===== config.mk =====
export PLATFORM = sky130hd
export DESIGN_NAME = vswm_board_end_flat
export DESIGN_NICKNAME = d
export VERILOG_FILES = /design/src/verilog/vswm_pkg.sv /design/src/verilog/vswm_if.sv /design/src/verilog/vswm_window.sv /design/src/verilog/vswm_board_end.sv /design/src/flat_wrapper.sv
export SDC_FILE = /design/constraint.sdc
export NUM_CORES = 1
export LEC_CHECK = 0
export BUFFER_PORTS_ARGS = -buffer_cell sky130_fd_sc_hd__buf_2
export CORE_ASPECT_RATIO = 0.9
export CORE_MARGIN = 1
export CORE_UTILIZATION = 52
export DETAILED_ROUTE_END_ITERATION = 8
export MAX_ROUTING_LAYER = met4
export PLACE_DENSITY = 0.74
export REMOVE_ABC_BUFFERS = 1
export SLEW_MARGIN = 20
export SYNTH_ARGS = -nofsm -noshare
export SYNTH_HDL_FRONTEND = slang
export SYNTH_SLANG_ARGS = --single-unit

===== constraint.sdc =====
create_clock -name mclk_in -period 8.9 [get_ports mclk_in]
set_input_delay 2.67 -clock mclk_in [delete_from_list [all_inputs] [get_ports mclk_in]]
set_output_delay 2.67 -clock mclk_in [all_outputs]
set_load 0.1 [all_outputs]

===== src/verilog/vswm_pkg.sv =====
// Shared constants, types and helper functions for the slave window map
package vswm_pkg;

	localparam int unsigned CLK_PERIOD_NS = 4;

	// Address map
	localparam logic [31:0] REGION_BYTES = 32'h0004_0000;
	localparam logic [31:0] SLOT_BYTES = 32'h0000_2000;
	localparam logic [5:0] SLOT_COUNT = 6'h20;
	localparam logic [31:0] DEF_REGION_BASE = 32'heffc_0000;
	localparam logic [31:0] PIO_WINDOW_LOW_LIMIT = 32'hc000_0000;
	localparam logic [31:0] PIO_WINDOW_HIGH_LIMIT = 32'hfaff_ffff;
	localparam logic [31:0] DRAM_SPACE_LIMIT = 32'h8000_0000;
	localparam logic [31:0] WIN0_CTRL_VALUE = 32'h80f2_0001;
	localparam logic [31:0] DRAM_WIN_UNIT = 32'h0400_0000;

	// Register bank inside window 0
	localparam logic [10:0] BANK_STATUS_IDX = 11'h000;
	localparam logic [10:0] BANK_WORDS = 11'h004;
	localparam logic [31:0] BANK_RESET = 32'h0000_0000;

	// Timing
	localparam int unsigned STRAP_SETTLE = 3;
	localparam int unsigned PROBE_TIMEOUT_NS = 64;
	localparam int unsigned PROBE_TIMEOUT_CYC = (PROBE_TIMEOUT_NS + CLK_PERIOD_NS - 1) / CLK_PERIOD_NS;

	typedef enum logic [2:0] {
		SZ_64M = 3'h0,
		SZ_128M = 3'h1,
		SZ_256M = 3'h2,
		SZ_512M = 3'h3,
		SZ_1G = 3'h4
	} vswm_size_t;

	function automatic logic [4:0] max_boards(input logic [2:0] sz);
		unique case (sz)
			SZ_1G: max_boards = 5'h02;
			SZ_512M: max_boards = 5'h04;
			SZ_256M: max_boards = 5'h08;
			SZ_128M: max_boards = 5'h10;
			default: max_boards = 5'h15;
		endcase
	endfunction : max_boards

	function automatic logic [31:0] win_bytes(input logic [2:0] sz);
		win_bytes = DRAM_WIN_UNIT << sz;
	endfunction : win_bytes

	function automatic logic [31:0] slot_start(input logic [31:0] base, input logic [4:0] board);
		slot_start = base + {14'h0, board, 13'h0};
	endfunction : slot_start

	function automatic logic [31:0] twos_neg(input logic [31:0] v);
		twos_neg = ~v + 32'h0000_0001;
	endfunction : twos_neg

	// Cluster window choice from the largest fitted memory and the board total
	function automatic logic [2:0] pick_size(input logic [2:0] largest, input logic [4:0] boards);
		if (largest == SZ_1G)
			pick_size = SZ_1G;
		else if (largest == SZ_512M || boards <= 5'h04)
			pick_size = SZ_512M;
		else if (largest == SZ_256M || boards <= 5'h08)
			pick_size = SZ_256M;
		else if (largest == SZ_128M || boards <= 5'h10)
			pick_size = SZ_128M;
		else
			pick_size = SZ_64M;
	endfunction : pick_size

endpackage : vswm_pkg


===== src/verilog/vswm_if.sv =====
// Single-beat A32 access link between a peer bus master and a board
`timescale 1ns/100ps
interface vswm_if;
	logic req;
	logic we;
	logic [31:0] addr;
	logic [31:0] wdata;
	logic ack;
	logic [31:0] rdata;

	modport peer (output req, output we, output addr, output wdata, input ack, input rdata);
	modport board (input req, input we, input addr, input wdata, output ack, output rdata);
endinterface : vswm_if


===== src/verilog/vswm_window.sv =====
// Address comparator and translator for one slave window
`timescale 1ns/100ps
module vswm_window (
	// Window settings
	input wire logic en_in,
	input wire logic [31:0] start_in,
	input wire logic [31:0] bound_in,
	input wire logic [31:0] offset_in,
	// Access
	input wire logic [31:0] addr_in,
	output logic hit_out,
	output logic [31:0] local_out
);
	always_comb begin
		hit_out = en_in && (addr_in >= start_in) && (addr_in < bound_in);
		local_out = addr_in + offset_in;
	end
endmodule : vswm_window


===== src/verilog/vswm_board_end.sv =====
// Board end: two slave windows, register bank and DRAM forwarding
`timescale 1ns/100ps
module vswm_board_end (
	// Clock and reset
	input wire logic mclk_in,
	input wire logic resetn_in,
	// Link
	vswm_if.board bus,
	// Straps
	input wire logic [4:0] board_num_in,
	input wire logic [2:0] win_size_in,
	input wire logic [31:0] region_base_in,
	// Local DRAM port
	output logic mem_req_out,
	output logic mem_we_out,
	output logic [31:0] mem_addr_out,
	output logic [31:0] mem_wdata_out,
	input wire logic [31:0] mem_rdata_in,
	// Configuration status
	output logic cfg_ready_out,
	output logic cfg_err_out,
	output logic [31:0] win0_ctrl_out,
	output logic [31:0] win0_start_out,
	output logic [31:0] win0_bound_out,
	output logic [31:0] win0_offset_out,
	output logic win0_en_out,
	output logic [31:0] win1_start_out,
	output logic [31:0] win1_bound_out,
	output logic win1_en_out
);

	typedef enum logic [1:0] {
		ST_IDLE = 2'h0,
		ST_MEM = 2'h1,
		ST_CAP = 2'h2
	} vswm_state_t;

	logic [39:0] strap_s1_q;
	logic [39:0] strap_s2_q;
	logic [1:0] settle_q;
	logic cfg_ready_q;
	logic cfg_err_q;
	logic [4:0] board_q;
	logic [2:0] size_q;
	logic [31:0] w0_start_q;
	logic [31:0] w0_bound_q;
	logic [31:0] w0_offset_q;
	logic w0_en_q;
	logic [31:0] w1_start_q;
	logic [31:0] w1_bound_q;
	logic [31:0] w1_offset_q;
	logic w1_en_q;
	vswm_state_t state_q;
	logic ack_q;
	logic [31:0] rdata_q;
	logic mem_req_q;
	logic mem_we_q;
	logic [31:0] mem_addr_q;
	logic [31:0] mem_wdata_q;
	logic [31:0] bank_q [1:3];

	logic hit0;
	logic hit1;
	logic [31:0] local0;
	logic [31:0] local1;
	logic [10:0] bank_idx;
	logic take;

	// Straps come from pins: two flops before use
	always_ff @(posedge mclk_in or negedge resetn_in) begin
		if (!resetn_in) begin
			strap_s1_q <= 40'h00_0000_0000;
			strap_s2_q <= 40'h00_0000_0000;
		end else begin
			strap_s1_q <= {region_base_in, win_size_in, board_num_in};
			strap_s2_q <= strap_s1_q;
		end
	end

	always_ff @(posedge mclk_in or negedge resetn_in) begin
		if (!resetn_in)
			settle_q <= 2'h0;
		else if (settle_q != 2'(vswm_pkg::STRAP_SETTLE))
			settle_q <= settle_q + 2'h1;
	end

	// Settings are computed once; straps are not meant to move while running
	always_ff @(posedge mclk_in or negedge resetn_in) begin
		logic [31:0] base;
		logic [4:0] bn;
		logic [2:0] sz;
		logic [31:0] s0;
		logic [31:0] s1;
		logic ok0;
		logic ok1;
		if (!resetn_in) begin
			cfg_ready_q <= 1'b0;
			cfg_err_q <= 1'b0;
			board_q <= 5'h00;
			size_q <= 3'h0;
			w0_start_q <= 32'h0000_0000;
			w0_bound_q <= 32'h0000_0000;
			w0_offset_q <= 32'h0000_0000;
			w0_en_q <= 1'b0;
			w1_start_q <= 32'h0000_0000;
			w1_bound_q <= 32'h0000_0000;
			w1_offset_q <= 32'h0000_0000;
			w1_en_q <= 1'b0;
		end else if (!cfg_ready_q && settle_q == 2'(vswm_pkg::STRAP_SETTLE)) begin
			base = strap_s2_q[39:8];
			sz = strap_s2_q[7:5];
			bn = strap_s2_q[4:0];
			s0 = vswm_pkg::slot_start(base, bn);
			s1 = 32'({27'h0, bn} * vswm_pkg::win_bytes(sz));
			// Region must be aligned and wholly inside the I/O window
			ok0 = (base[17:0] == 18'h0) && (base >= vswm_pkg::PIO_WINDOW_LOW_LIMIT) &&
				(base <= vswm_pkg::PIO_WINDOW_HIGH_LIMIT - vswm_pkg::REGION_BYTES + 32'h1);
			ok1 = (sz <= 3'(vswm_pkg::SZ_1G)) && (bn < vswm_pkg::max_boards(sz));
			cfg_ready_q <= 1'b1;
			cfg_err_q <= !(ok0 && ok1);
			board_q <= bn;
			size_q <= sz;
			w0_start_q <= s0;
			w0_bound_q <= s0 + vswm_pkg::SLOT_BYTES;
			w0_offset_q <= vswm_pkg::twos_neg(s0);
			w0_en_q <= ok0;
			w1_start_q <= s1;
			w1_bound_q <= s1 + vswm_pkg::win_bytes(sz);
			w1_offset_q <= vswm_pkg::twos_neg(s1);
			w1_en_q <= ok1 && (s1 + vswm_pkg::win_bytes(sz) <= vswm_pkg::DRAM_SPACE_LIMIT);
		end
	end

	vswm_window u_win0 (
		.en_in(w0_en_q),
		.start_in(w0_start_q),
		.bound_in(w0_bound_q),
		.offset_in(w0_offset_q),
		.addr_in(bus.addr),
		.hit_out(hit0),
		.local_out(local0)
	);

	vswm_window u_win1 (
		.en_in(w1_en_q),
		.start_in(w1_start_q),
		.bound_in(w1_bound_q),
		.offset_in(w1_offset_q),
		.addr_in(bus.addr),
		.hit_out(hit1),
		.local_out(local1)
	);

	assign take = bus.req && cfg_ready_q && (state_q == ST_IDLE);
	assign bank_idx = local0[12:2];

	// Access sequencer; a miss is dropped silently for other slaves
	always_ff @(posedge mclk_in or negedge resetn_in) begin
		if (!resetn_in)
			state_q <= ST_IDLE;
		else begin
			unique case (state_q)
				ST_IDLE: if (take && !hit0 && hit1) state_q <= ST_MEM;
				ST_MEM: state_q <= ST_CAP;
				ST_CAP: state_q <= ST_IDLE;
				default: state_q <= ST_IDLE;
			endcase
		end
	end

	always_ff @(posedge mclk_in or negedge resetn_in) begin
		if (!resetn_in) begin
			ack_q <= 1'b0;
			rdata_q <= 32'h0000_0000;
		end else begin
			ack_q <= 1'b0;
			if (take && hit0) begin
				ack_q <= 1'b1;
				if (bus.we)
					rdata_q <= 32'h0000_0000;
				else if (bank_idx == vswm_pkg::BANK_STATUS_IDX)
					rdata_q <= {cfg_err_q, 23'h0, size_q, board_q};
				else if (bank_idx < vswm_pkg::BANK_WORDS)
					rdata_q <= bank_q[bank_idx[1:0]];
				else
					rdata_q <= 32'h0000_0000;
			end else if (state_q == ST_CAP) begin
				ack_q <= 1'b1;
				rdata_q <= mem_we_q ? 32'h0000_0000 : mem_rdata_in;
			end
		end
	end

	// Scratch words 1..3; word 0 is read-only status
	always_ff @(posedge mclk_in or negedge resetn_in) begin
		if (!resetn_in) begin
			bank_q[1] <= vswm_pkg::BANK_RESET;
			bank_q[2] <= vswm_pkg::BANK_RESET;
			bank_q[3] <= vswm_pkg::BANK_RESET;
		end else if (take && hit0 && bus.we && bank_idx != vswm_pkg::BANK_STATUS_IDX &&
				bank_idx < vswm_pkg::BANK_WORDS) begin
			bank_q[bank_idx[1:0]] <= bus.wdata;
		end
	end

	always_ff @(posedge mclk_in or negedge resetn_in) begin
		if (!resetn_in) begin
			mem_req_q <= 1'b0;
			mem_we_q <= 1'b0;
			mem_addr_q <= 32'h0000_0000;
			mem_wdata_q <= 32'h0000_0000;
		end else begin
			mem_req_q <= 1'b0;
			if (take && !hit0 && hit1) begin
				mem_req_q <= 1'b1;
				mem_we_q <= bus.we;
				mem_addr_q <= local1;
				mem_wdata_q <= bus.wdata;
			end
		end
	end

	assign bus.ack = ack_q;
	assign bus.rdata = rdata_q;
	assign mem_req_out = mem_req_q;
	assign mem_we_out = mem_we_q;
	assign mem_addr_out = mem_addr_q;
	assign mem_wdata_out = mem_wdata_q;
	assign cfg_ready_out = cfg_ready_q;
	assign cfg_err_out = cfg_err_q;
	assign win0_start_out = w0_start_q;
	assign win0_bound_out = w0_bound_q;
	assign win0_offset_out = w0_offset_q;
	assign win0_en_out = w0_en_q;
	assign win1_start_out = w1_start_q;
	assign win1_bound_out = w1_bound_q;
	assign win1_en_out = w1_en_q;

	always_ff @(posedge mclk_in or negedge resetn_in) begin
		if (!resetn_in)
			win0_ctrl_out <= 32'h0000_0000;
		else
			win0_ctrl_out <= vswm_pkg::WIN0_CTRL_VALUE;
	end

endmodule : vswm_board_end


===== src/flat_wrapper.sv =====
// flat-port wrapper written by rule: the top's interface ports become plain ports
module vswm_board_end_flat 
  (mclk_in, resetn_in, board_num_in, win_size_in, region_base_in, mem_req_out, mem_we_out, mem_addr_out, mem_wdata_out, mem_rdata_in, cfg_ready_out, cfg_err_out, win0_ctrl_out, win0_start_out, win0_bound_out, win0_offset_out, win0_en_out, win1_start_out, win1_bound_out, win1_en_out, bus_req, bus_we, bus_addr, bus_wdata, bus_ack, bus_rdata);
  vswm_if bus_i ();
  input wire logic mclk_in;
  input wire logic resetn_in;
  input wire logic [4:0] board_num_in;
  input wire logic [2:0] win_size_in;
  input wire logic [31:0] region_base_in;
  output logic mem_req_out;
  output logic mem_we_out;
  output logic [31:0] mem_addr_out;
  output logic [31:0] mem_wdata_out;
  input wire logic [31:0] mem_rdata_in;
  output logic cfg_ready_out;
  output logic cfg_err_out;
  output logic [31:0] win0_ctrl_out;
  output logic [31:0] win0_start_out;
  output logic [31:0] win0_bound_out;
  output logic [31:0] win0_offset_out;
  output logic win0_en_out;
  output logic [31:0] win1_start_out;
  output logic [31:0] win1_bound_out;
  output logic win1_en_out;
  input wire logic [$bits(bus_i.req)-1:0] bus_req;
  input wire logic [$bits(bus_i.we)-1:0] bus_we;
  input wire logic [$bits(bus_i.addr)-1:0] bus_addr;
  input wire logic [$bits(bus_i.wdata)-1:0] bus_wdata;
  output wire logic [$bits(bus_i.ack)-1:0] bus_ack;
  output wire logic [$bits(bus_i.rdata)-1:0] bus_rdata;
  assign bus_i.req = bus_req;
  assign bus_i.we = bus_we;
  assign bus_i.addr = bus_addr;
  assign bus_i.wdata = bus_wdata;
  assign bus_ack = bus_i.ack;
  assign bus_rdata = bus_i.rdata;
  vswm_board_end u_core (.mclk_in(mclk_in), .resetn_in(resetn_in), .bus(bus_i), .board_num_in(board_num_in), .win_size_in(win_size_in), .region_base_in(region_base_in), .mem_req_out(mem_req_out), .mem_we_out(mem_we_out), .mem_addr_out(mem_addr_out), .mem_wdata_out(mem_wdata_out), .mem_rdata_in(mem_rdata_in), .cfg_ready_out(cfg_ready_out), .cfg_err_out(cfg_err_out), .win0_ctrl_out(win0_ctrl_out), .win0_start_out(win0_start_out), .win0_bound_out(win0_bound_out), .win0_offset_out(win0_offset_out), .win0_en_out(win0_en_out), .win1_start_out(win1_start_out), .win1_bound_out(win1_bound_out), .win1_en_out(win1_en_out));
endmodule

==> impl_metrics.env, run 1 <==
export IMPL_cp_start_kind="input port"
export IMPL_synth_simple_area_share_pct=11.9
export IMPL_route_detailed_drc=0
export IMPL_end_kind="flip-flop"
export IMPL_post_cts_resized=0
export IMPL_powerDensity_nw_per_um2=305
export IMPL_finalCritPeriodShare_pct=72.0
export IMPL_die_x_um=210
export IMPL_ys_types=77
export IMPL_die_area_sq_um=39700
export IMPL_leakagePower_nw=11.6
export IMPL_vias=15100
export IMPL_synthArstFlopShare_pct=100
export IMPL_max_stage_delay_ps=780
export IMPL_num_rows=68
export IMPL_crit_type="in -> reg"
export IMPL_cts_sinks=391
export IMPL_irDropWorstVdd_mv=0.265
export IMPL_synth_compound_area_share_pct=11.2
export IMPL_initial_core_util_pct=52.8
export IMPL_grt_max_degree=193
export IMPL_hold_violations=0
export IMPL_maxCapViolations=0
export IMPL_htree_num_levels=2
export IMPL_ys_seq_elements=391
export IMPL_cts_buffer_depth=3
export IMPL_crit_path_max_fanout=32
export IMPL_seq_area_frac_synth_pct=48.3
export IMPL_clock_latency_ps=580
export IMPL_first_iter_violations=1292
export IMPL_routed_wl_um=52400
export IMPL_grt_first_pass_wirelength_um=82600
export IMPL_hold_ws_ps=346
export IMPL_ant_nets=0
export IMPL_grt_pass1_vias=14900
export IMPL_fin_crit_ps=6410
export IMPL_yosysWarnings=0
export IMPL_nets=2418
export IMPL_crit_arrival_ps=6870
export IMPL_regArea_sq_um=9780
export IMPL_area_growth_pct=15.9
export IMPL_worstMarginPinSlew_ps=1110
export IMPL_overflow=0
export IMPL_post_cts_setup_buffers=0
export IMPL_syn_cell_area_sq_um=20300
export IMPL_synthMuxAreaShare_pct=11.3
export IMPL_fillers=3145
export IMPL_rrSetupSlack_ps=4030
export IMPL_synth_top_family_by_area="simple AND/OR/NAND/NOR gates"
export IMPL_cp_slowest_cell="nand3_2"
export IMPL_die_y_um=189
export IMPL_fin_worst_skew_ps=25.8
export IMPL_pin_count=435
export IMPL_hold_buffers=0
export IMPL_place_hpwl_um=37500
export IMPL_synth_area_leaders="dfrtp_1 48%, mux2_2 9.0%, ha_1 6.5%"
export IMPL_placed_cell_area_sq_um=22100
export IMPL_total_power_mw=7.17
export IMPL_syn_area_per_cell_sq_um=10.9
export IMPL_io_buffers=357
export IMPL_synth_top_area_share_pct=48.3
export IMPL_fin_area_sq_um=23500
export IMPL_viasPerCell=5.57
export IMPL_max_freq_ghz=0.156
export IMPL_relSlewSlack_pct=26.0
export IMPL_layout_drive_gt1_share_pct=28.8
export IMPL_synth_xor_area_share_pct=2.55
export IMPL_fp_coreArea_sq_um=38400
export IMPL_place_congestion=0.926
export IMPL_yosysTopAreaCell="dfrtp_1"
export IMPL_synthFlopType="dfrtp_1"
export IMPL_grt_usage_pct=27.3
export IMPL_synth_fa_ha_area_share_pct=7.34
export IMPL_required_ps=9360
export IMPL_cts_buffers=41
export IMPL_tns_ps=0
export IMPL_worstPathCellList="buf_2, ha_1, a211o_1, a2111oi_1, o21ai_0, o311ai_1, and4b_1, buf_4, nand3_2, mux2_2"
export IMPL_syn_inst=1855
export IMPL_hp_class="reg -> reg"
export IMPL_first_pass_iters=7
export IMPL_cts_clk_slew_worst_paths_ps=60
export IMPL_root_buffer="clkbuf_16"
export IMPL_synth_edf_count=0
export IMPL_cts_tree="built"
export IMPL_status="completed"
export IMPL_rsz0062_at_grt="false"
export IMPL_post_drt_wl_per_cell_um=19.3
export IMPL_antenna_found_initial=1
export IMPL_finalSetupViolations=0
export IMPL_slew_violations=0
export IMPL_multiInputGateArea_sq_um=9360
-- final timing paths --
| check | start | end | depth (start not counted) |
|---|---|---|---|
| worst max-delay path | bus_addr[1] | u_core.bank_q[22] | 10 |
| worst min-delay path | u_core.strap_s1_q[35] | u_core.strap_s2_q[35] | 0 |
| worst max register to register | u_core.strap_s2_q[7] | u_core.win1_en_out | 12 |
| worst min register to register | u_core.strap_s1_q[35] | u_core.strap_s2_q[35] | 0 |
| max in group asynchronous | resetn_in | u_core.strap_s1_q[39] | 3 |
| min in group asynchronous | resetn_in | u_core.strap_s1_q[11] | 1 |
-- cells by family after synthesis --
kind of cell,Yosys count
mux,198
compound gates,351
buf+inv,289
simple gates,451
other cells,2
fa+ha+maj,114
flops,391
xor+xnor,59
-- layer usage --
metal | vias to the layer above | global-route usage (%) | wire [um]
li1 | 7046 | - | -
met2 | 524 | 42.3 | 24500
met1 | 7467 | 36.7 | 23300
met4 | 0 | 9.69 | 1530
met5 | - | - | 0
met3 | 91 | 4.08 | 3000
-- cells in the final DEF, fill, tap and decap left out, types with 27 or more instances in the layout --
cell,count
ha_1,106
clkbuf_16,41
nand2_1,172
nand4b_1,35
inv_1,104
buf_2,356
nor2_1,44
nor2b_1,30
xnor2_1,35
mux2i_1,27
a21oi_1,34
o21ai_0,132
dfrtp_1,391
mux2_2,162
conb_1,78
-- cell usage after synthesis (34+ instances only) --
master,instances
mux2_2,162
clkbuf_1,64
xnor2_1,36
buf_4,98
a21oi_1,34
o21ai_0,132
nand2_1,172
nor2_1,45
dfrtp_1,391
inv_1,104
nand4b_1,35
ha_1,106
-- where the power goes --
group / switching, mW / internal, mW / total, mW
registers: 0.180 / 2.07 / 2.25
logic: 2.68 / 0.562 / 3.25
clock network: 0.725 / 0.954 / 1.68
-- layout make-up --
class                      count  share of cell area, %
antenna                        1                 0.0107
multi-input combinational   1251                   39.9
sequential                   391                   41.7
clock inverter                11                  0.592
inverter                     104                   1.66
clock buffer                  59                   5.00
timing repair buffer         375                   8.38
tap                          525                   2.80
-- registers in the layout (all words and copies together) (netlist names), 6 cells and up --
register,count
u_core.bank_q,96
u_core.strap_s1_q,40
u_core.strap_s2_q,40
u_core.bus.rdata,32
u_core.mem_addr_out,32
u_core.mem_wdata_out,32
u_core.win0_offset_out,32
u_core.win0_bound_out,31
u_core.win0_start_out,19
u_core.w1_offset_q,6
u_core.win1_bound_out,6
-- per-stage QoR --
stage / std cells / setup slack, ps / util, %
floorplan: 1746 / 1340 / -
global placement: 2645 / 1950 / 57.7
detailed placement: 2645 / 1920 / 57.7
CTS: 2715 / 2500 / 61.1
global route: 2717 / 2100 / 61.2
finish: 2717 / 2490 / 61.2
-- critical path, delay by kind of cell --
family	cells	cell delay, ps
muxes	1	580
and+or+nand+nor	2	1410
AOI/OAI and AO/OA	4	1340
adders and majority gates	1	320
buffers and inverters	2	520
No activity file was read; power rests on OpenSTA's default activity.
==> run 2, diff against run 1 <==
--- a/config.mk
+++ b/config.mk
@@ -5,10 +5,11 @@
 export SDC_FILE = /design/constraint.sdc
 export NUM_CORES = 1
 export LEC_CHECK = 0
+export ABC_AREA = 1
 export BUFFER_PORTS_ARGS = -buffer_cell sky130_fd_sc_hd__buf_2
 export CORE_ASPECT_RATIO = 0.9
 export CORE_MARGIN = 1
-export CORE_UTILIZATION = 52
+export CORE_UTILIZATION = 50
 export DETAILED_ROUTE_END_ITERATION = 8
 export MAX_ROUTING_LAYER = met4
 export PLACE_DENSITY = 0.74
==> constraint.sdc (replaced) <==
create_clock -name mclk_in -period 5.6 [get_ports mclk_in]
set_input_delay 1.68 -clock mclk_in [delete_from_list [all_inputs] [get_ports mclk_in]]
set_output_delay 1.68 -clock mclk_in [all_outputs]
set_load 0.1 [all_outputs]
==> run 2 against run 1 <==
Sequential cell count did not move. Clock skew down 3.8 ps. Worst setup slack got worse by 1700 ps. Area after synthesis grew 3.9%. Cell count rose by 30%. Die area up 8.0%. Synthesized cell count up 43%. Critical path type is now reg -> reg. Highest routed layer unchanged.
==> impl_metrics.env, run 2 <==
export IMPL_grt_first_pass_wirelength_um=96500
export IMPL_hold_ws_ps=339
export IMPL_max_stage_delay_ps=540
export IMPL_finalSetupViolations=0
export IMPL_reg_largest_list="u_core.bank_q (96), u_core.strap_s1_q (40), u_core.strap_s2_q (40)"
export IMPL_post_drt_wl_per_cell_um=17.5
export IMPL_synthFlopType="dfrtp_1"
export IMPL_rsz0062_at_grt="false"
export IMPL_place_worst_setup_slack_ps=665
export IMPL_root_buffer="clkbuf_16"
export IMPL_area_growth_pct=15.8
export IMPL_synth_area_leaders="dfrtp_1 46%, nand2_1 16%, ha_1 6.3%"
export IMPL_layout_common_cells="872 x nand2_1, 391 x dfrtp_1, 356 x buf_2, 254 x inv_1, 196 x nor2_1"
export IMPL_largest_register_ff_count=96
export IMPL_fillers=3693
export IMPL_seq_area_frac_synth_pct=46.5
export IMPL_synth_top_family_by_area="simple AND/OR/NAND/NOR gates"
export IMPL_grt_usage_pct=29.6
export IMPL_regMostFlops="u_core.bank_q"
export IMPL_post_cts_resized=0
export IMPL_syn_inst=2656
export IMPL_worstMarginPinSlew_ps=980
export IMPL_layout_commonest_cell="nand2_1"
export IMPL_htree_num_levels=2
export IMPL_irDropWorstVdd_mv=0.550
export IMPL_total_power_mw=11.7
export IMPL_post_cts_setup_buffers=0
export IMPL_syn_area_per_cell_sq_um=7.93
export IMPL_final_util_pct=59.4
export IMPL_tns_ps=0
export IMPL_cts_buffers=42
export IMPL_r2r_end="u_core.win1_en_out"
export IMPL_leakagePower_nw=13.1
export IMPL_synthArstFlopShare_pct=100
export IMPL_grt_pass1_vias=17600
export IMPL_yosysWarnings=0
export IMPL_place_hpwl_um=45100
export IMPL_yosysTopAreaCell="dfrtp_1"
export IMPL_slew_violations=0
export IMPL_clock_latency_ps=580
export IMPL_status="completed"
export IMPL_synth_fa_ha_area_share_pct=7.06
export IMPL_fin_worst_skew_ps=22.0
export IMPL_synth_xor_area_share_pct=1.08
export IMPL_crit_type="reg -> reg"
export IMPL_rrSetupSlack_ps=830
export IMPL_crit_path_max_fanout=5
export IMPL_finalCritPeriodShare_pct=85.1
export IMPL_hold_buffers=0
export IMPL_grt_max_degree=117
export IMPL_overflow=0
export IMPL_fin_crit_ps=4770
export IMPL_initial_core_util_pct=51.3
export IMPL_place_congestion=1.04
export IMPL_placed_cell_area_sq_um=22900
export IMPL_crit_top_cell="nand2_1"
export IMPL_maxCapViolations=0
export IMPL_vias=18800
export IMPL_pin_count=435
export IMPL_cp_slowest_cell="fa_1"
export IMPL_powerDensity_nw_per_um2=480
export IMPL_die_y_um=197
export IMPL_yosys_top_cells_count="874 x nand2_1, 391 x dfrtp_1, 254 x inv_1"
export IMPL_synth_simple_area_share_pct=27.3
export IMPL_hp_class="reg -> reg"
export IMPL_cp_start_kind="flip-flop"
export IMPL_die_area_sq_um=42900
export IMPL_first_pass_iters=6
export IMPL_cts_tree="built"
export IMPL_final_cells=3528
export IMPL_io_buffers=357
export IMPL_ys_types=48
export IMPL_fp_coreArea_sq_um=41100
export IMPL_end_kind="flip-flop"
export IMPL_reg2regPathDepth=18
export IMPL_synth_most_common_cell="nand2_1"
export IMPL_num_rows=70
export IMPL_die_x_um=218
export IMPL_required_ps=6120
export IMPL_placed_cells=3451
export IMPL_crit_arrival_ps=5290
export IMPL_hold_violations=0
export IMPL_route_detailed_drc=0
export IMPL_first_iter_violations=1810
export IMPL_ys_seq_elements=391
export IMPL_cts_sinks=391
export IMPL_antenna_found_initial=1
export IMPL_reg2reg_from="u_core.strap_s2_q[5]"
export IMPL_viasPerCell=5.32
export IMPL_worstPathCellList="inv_1, nand2_1, nor2_1, nand2_1, fa_1, fa_1, fa_1, inv_1, ha_1, xnor2_1, inv_1, ha_1, xor2_1, a2111oi_0, nand2_1, nand3_1, nand2_1, nand2_1"
export IMPL_relSlewSlack_pct=34.2
export IMPL_synth_top_area_share_pct=46.5
export IMPL_layout_drive_gt1_share_pct=16.5
export IMPL_max_freq_ghz=0.210
export IMPL_cts_buffer_depth=3
export IMPL_nets=3209
export IMPL_synthMuxAreaShare_pct=0
export IMPL_syn_cell_area_sq_um=21100
export IMPL_cts_clk_slew_worst_paths_ps=70
export IMPL_cp_startpoint="u_core.strap_s2_q[5]"
export IMPL_synth_compound_area_share_pct=7.61
export IMPL_fin_ws_ps=832
export IMPL_fin_area_sq_um=24400
export IMPL_ant_nets=0
export IMPL_routed_wl_um=61700
export IMPL_crit_end="u_core.win1_en_out"
export IMPL_synth_edf_count=0
## run 2: changes by cell type after synthesis, sizes merged, moves of 24 or more
cell	change
a21oi	+61
a2bb2oi	-24
inv	+155
mux2	-162
mux2i	-27
nand2	+705
nand3	+85
nand4	+104
nand4b	-35
nor2	+163
nor2b	-31
xnor2	-31
## run 2: how the worst min path moves through the flow
stage,from,to,cells past startpoint
floorplan,u_core.strap_s1_q[0],u_core.strap_s2_q[0],0
global placement,u_core.strap_s1_q[29],u_core.strap_s2_q[29],0
detailed placement,u_core.strap_s1_q[19],u_core.strap_s2_q[19],0
CTS,u_core.strap_s1_q[8],u_core.strap_s2_q[8],0
global route,u_core.strap_s1_q[8],u_core.strap_s2_q[8],0
finish,u_core.strap_s1_q[14],u_core.strap_s2_q[14],0
## run 2: logic make-up after synthesis
| logic type | Yosys count |
|---|---|
| xor+xnor | 26 |
| other cells | 2 |
| buf+inv | 465 |
| fa+ha+maj | 114 |
| simple gates | 1364 |
| compound gates | 294 |
| flops | 391 |
## run 2: report_power, final
part / switching (mW) / internal, mW / leakage (nW) / total, mW
Sequential: 0.295 / 3.28 / 4.85 / 3.57
Clock: 1.18 / 1.83 / 0.738 / 3.02
Combinational: 4.39 / 0.723 / 7.56 / 5.11
## run 2: layout make-up
class,instances,area (sq um),share of cell area (%)
flip-flops and latches,391,9780,40.1
clock buffers,60,1280,5.26
inverters,260,977,4.01
clock inverters,16,226,0.928
multi-input cells,1876,9410,38.6
diodes,1,2.50,0.0103
well taps,540,676,2.77
repair buffers,384,2040,8.35
## run 2: worst max-delay path: cells and delay by family, from the launching register on
| kind | cells | cell delay [ps] |
|---|---|---|
| simple gates | 7 | 900 |
| fa+ha+maj | 5 | 2240 |
| compound gates | 1 | 300 |
| xor+xnor | 2 | 550 |
| buf+inv | 3 | 340 |
| flops | 1 | 400 |
## run 2: metal layers
metal	vias to the layer above	GRT usage, %	part of all wire, %
li1	8966	-	-
met1	8891	41.1	45
met2	786	44.0	45
met3	112	4.38	7.4
met4	0	11.1	3.4
met5	-	-	0
==> run 3, diff against run 2 <==
--- a/config.mk
+++ b/config.mk
@@ -11,7 +11,6 @@
 export CORE_MARGIN = 1
 export CORE_UTILIZATION = 50
 export DETAILED_ROUTE_END_ITERATION = 8
-export MAX_ROUTING_LAYER = met4
 export PLACE_DENSITY = 0.74
 export REMOVE_ABC_BUFFERS = 1
 export SLEW_MARGIN = 20
==> run 3 against run 2 <==
Worst hold slack lost 1.9 ps. Via count shrank 0.47%. Clock skew grew 2.6 ps. Critical endpoint unchanged. Die area is the same. Critical path depth is the same. Wire length is essentially flat. Cell count is the same. Combinational power is essentially flat. Worst setup slack lost 100 ps.
==> impl_metrics.env, run 3 (synthesis gave the netlist of run 2 again) <==
export IMPL_powerDensity_nw_per_um2=479
export IMPL_regMostFlops="u_core.bank_q"
export IMPL_total_power_mw=11.7
export IMPL_leakagePower_nw=13.2
export IMPL_final_cells=3528
export IMPL_finalSetupViolations=0
export IMPL_largest_register_ff_count=96
export IMPL_post_cts_resized=0
export IMPL_die_x_um=218
export IMPL_cts_buffers=42
export IMPL_grt_usage_pct=28.8
export IMPL_rrSetupSlack_ps=730
export IMPL_end_kind="flip-flop"
export IMPL_cp_slowest_cell="fa_1"
export IMPL_required_ps=6110
export IMPL_reg2reg_from="u_core.strap_s2_q[5]"
export IMPL_vias=18700
export IMPL_grt_first_pass_wirelength_um=96300
export IMPL_place_congestion=0.994
export IMPL_routed_wl_um=61600
export IMPL_root_buffer="clkbuf_16"
export IMPL_status="completed"
export IMPL_cts_buffer_depth=3
export IMPL_reg_largest_list="u_core.bank_q (96), u_core.strap_s1_q (40), u_core.strap_s2_q (40)"
export IMPL_place_hpwl_um=44900
export IMPL_htree_num_levels=2
export IMPL_maxCapViolations=0
export IMPL_cp_top_family="adder cells"
export IMPL_cts_sinks=391
export IMPL_hp_class="reg -> reg"
export IMPL_relSlewSlack_pct=36.3
export IMPL_placed_cells=3451
export IMPL_first_iter_violations=1762
export IMPL_grt_max_degree=112
export IMPL_io_buffers=357
export IMPL_pin_count=435
export IMPL_crit_top_cell="nand2_1"
export IMPL_ant_nets=0
export IMPL_cp_start_kind="flip-flop"
export IMPL_post_drt_wl_per_cell_um=17.5
export IMPL_fin_worst_skew_ps=24.6
export IMPL_finalCritPeriodShare_pct=87.0
export IMPL_crit_type="reg -> reg"
export IMPL_r2r_end="u_core.win1_en_out"
export IMPL_nets=3209
export IMPL_hold_buffers=0
export IMPL_initial_core_util_pct=51.3
export IMPL_clock_latency_ps=570
export IMPL_num_rows=70
export IMPL_die_y_um=197
export IMPL_fp_coreArea_sq_um=41100
export IMPL_worst_path_buf_inv=3
export IMPL_crit_path_max_fanout=5
export IMPL_antenna_found_initial=2
export IMPL_hold_violations=0
export IMPL_hold_depth=0
export IMPL_first_pass_iters=5
export IMPL_slew_violations=0
export IMPL_cts_clk_slew_worst_paths_ps=60
export IMPL_layout_commonest_cell="nand2_1"
export IMPL_layout_drive_gt1_share_pct=16.6
export IMPL_crit_arrival_ps=5380
export IMPL_die_area_sq_um=42900
export IMPL_route_detailed_drc=0
export IMPL_max_stage_delay_ps=560
export IMPL_irDropWorstVdd_mv=0.626
export IMPL_reg2regPathDepth=18
export IMPL_min_delay_start="u_core.strap_s1_q[39]"
export IMPL_min_to="u_core.strap_s2_q[39]"
export IMPL_post_cts_setup_buffers=0
export IMPL_cts_tree="built"
export IMPL_viasPerCell=5.29
export IMPL_max_freq_ghz=0.205
export IMPL_area_growth_pct=15.9
export IMPL_fin_crit_ps=4870
export IMPL_rsz0062_at_grt="false"
export IMPL_overflow=0
export IMPL_layout_common_cells="872 x nand2_1, 391 x dfrtp_1, 356 x buf_2, 254 x inv_1, 196 x nor2_1"
export IMPL_worstPathCellList="inv_1, nand2_1, nor2_1, nand2_1, fa_1, fa_1, fa_1, inv_1, ha_1, xnor2_1, inv_1, ha_1, xor2_1, a2111oi_0, nand2_1, nand3_1, nand2_1, nand2_1"
export IMPL_grt_pass1_vias=17700
export IMPL_worstMarginPinSlew_ps=955
## run 3: changes by cell type in the layout (fill, tap and decap cells not counted)
cell | before | now
clkinv_2 | 6 | 10
buf_12 | 3 | 5
buf_4 | 24 | 22
clkbuf_1 | 5 | 3
inv_6 | 2 | 0
clkinvlp_4 | 3 | 2
diode_2 | 1 | 2
## run 3: cell type report
class | instances | area, sq um
repair buffers | 384 | 2060
fillers | 3654 | 16700
flip-flops and latches | 391 | 9780
inverters | 260 | 977
multi-input cells | 1876 | 9410
diodes | 2 | 5.00
clock buffers | 58 | 1270
well taps | 540 | 676
clock inverters | 17 | 221
## run 3: worst max-delay path by stage
stage	start	endpoint	slack, ps	cells past startpoint
after floorplan	u_core.cfg_ready_out	u_core.cfg_err_out	-1880	7
after global placement	bus_addr[31]	u_core.bank_q[88]	720	13
after detailed placement	bus_addr[31]	u_core.bank_q[60]	630	13
after CTS	u_core.strap_s2_q[5]	u_core.win1_en_out	760	18
after global routing	u_core.strap_s2_q[5]	u_core.win1_en_out	270	18
final	u_core.strap_s2_q[5]	u_core.win1_en_out	730	18
## run 3: metal layers
| metal | vias up | GRT usage [%] | wire length, um |
|---|---|---|---|
| met3 | 118 | 6.11 | 4730 |
| met5 | - | 0 | 0 |
| met1 | 8837 | 39.2 | 26500 |
| met4 | 0 | 12.9 | 2580 |
| li1 | 8970 | - | - |
| met2 | 741 | 44.0 | 27800 |
## run 3: through the flow
step           hold WS (ps)  instance area [sq um]  setup TNS (ps)  utilization (%)  worst slack, ps
2_1_floorplan           331                  20100         -182760                -            -1880
3_3_place_gp            332                  22900               0             55.8              723
3_5_place_dp            335                  22900               0             55.8              627
4_1_cts                 342                  24400               0             59.4              761
5_1_grt                 348                  24400               0             59.4              266
6_report                337                  24400               0             59.4              730
## run 3: power by group
| part | internal [mW] | switching (mW) | total (mW) | leakage [nW] |
|---|---|---|---|---|
| registers | 3.28 | 0.294 | 3.57 | 4.85 |
| logic | 0.727 | 4.40 | 5.13 | 7.57 |
| clock network | 1.82 | 1.17 | 2.99 | 0.742 |
## run 3: worst reg2reg max path: cells and delay by family, from the launching register on
family / cells / cell delay (ps)
flip-flops: 1 / 400
adder cells (fa/ha/maj): 5 / 2280
buffers and inverters: 3 / 320
AND/OR/NAND/NOR: 7 / 950
AO/OA/AOI/OAI: 1 / 310
XOR/XNOR: 2 / 580
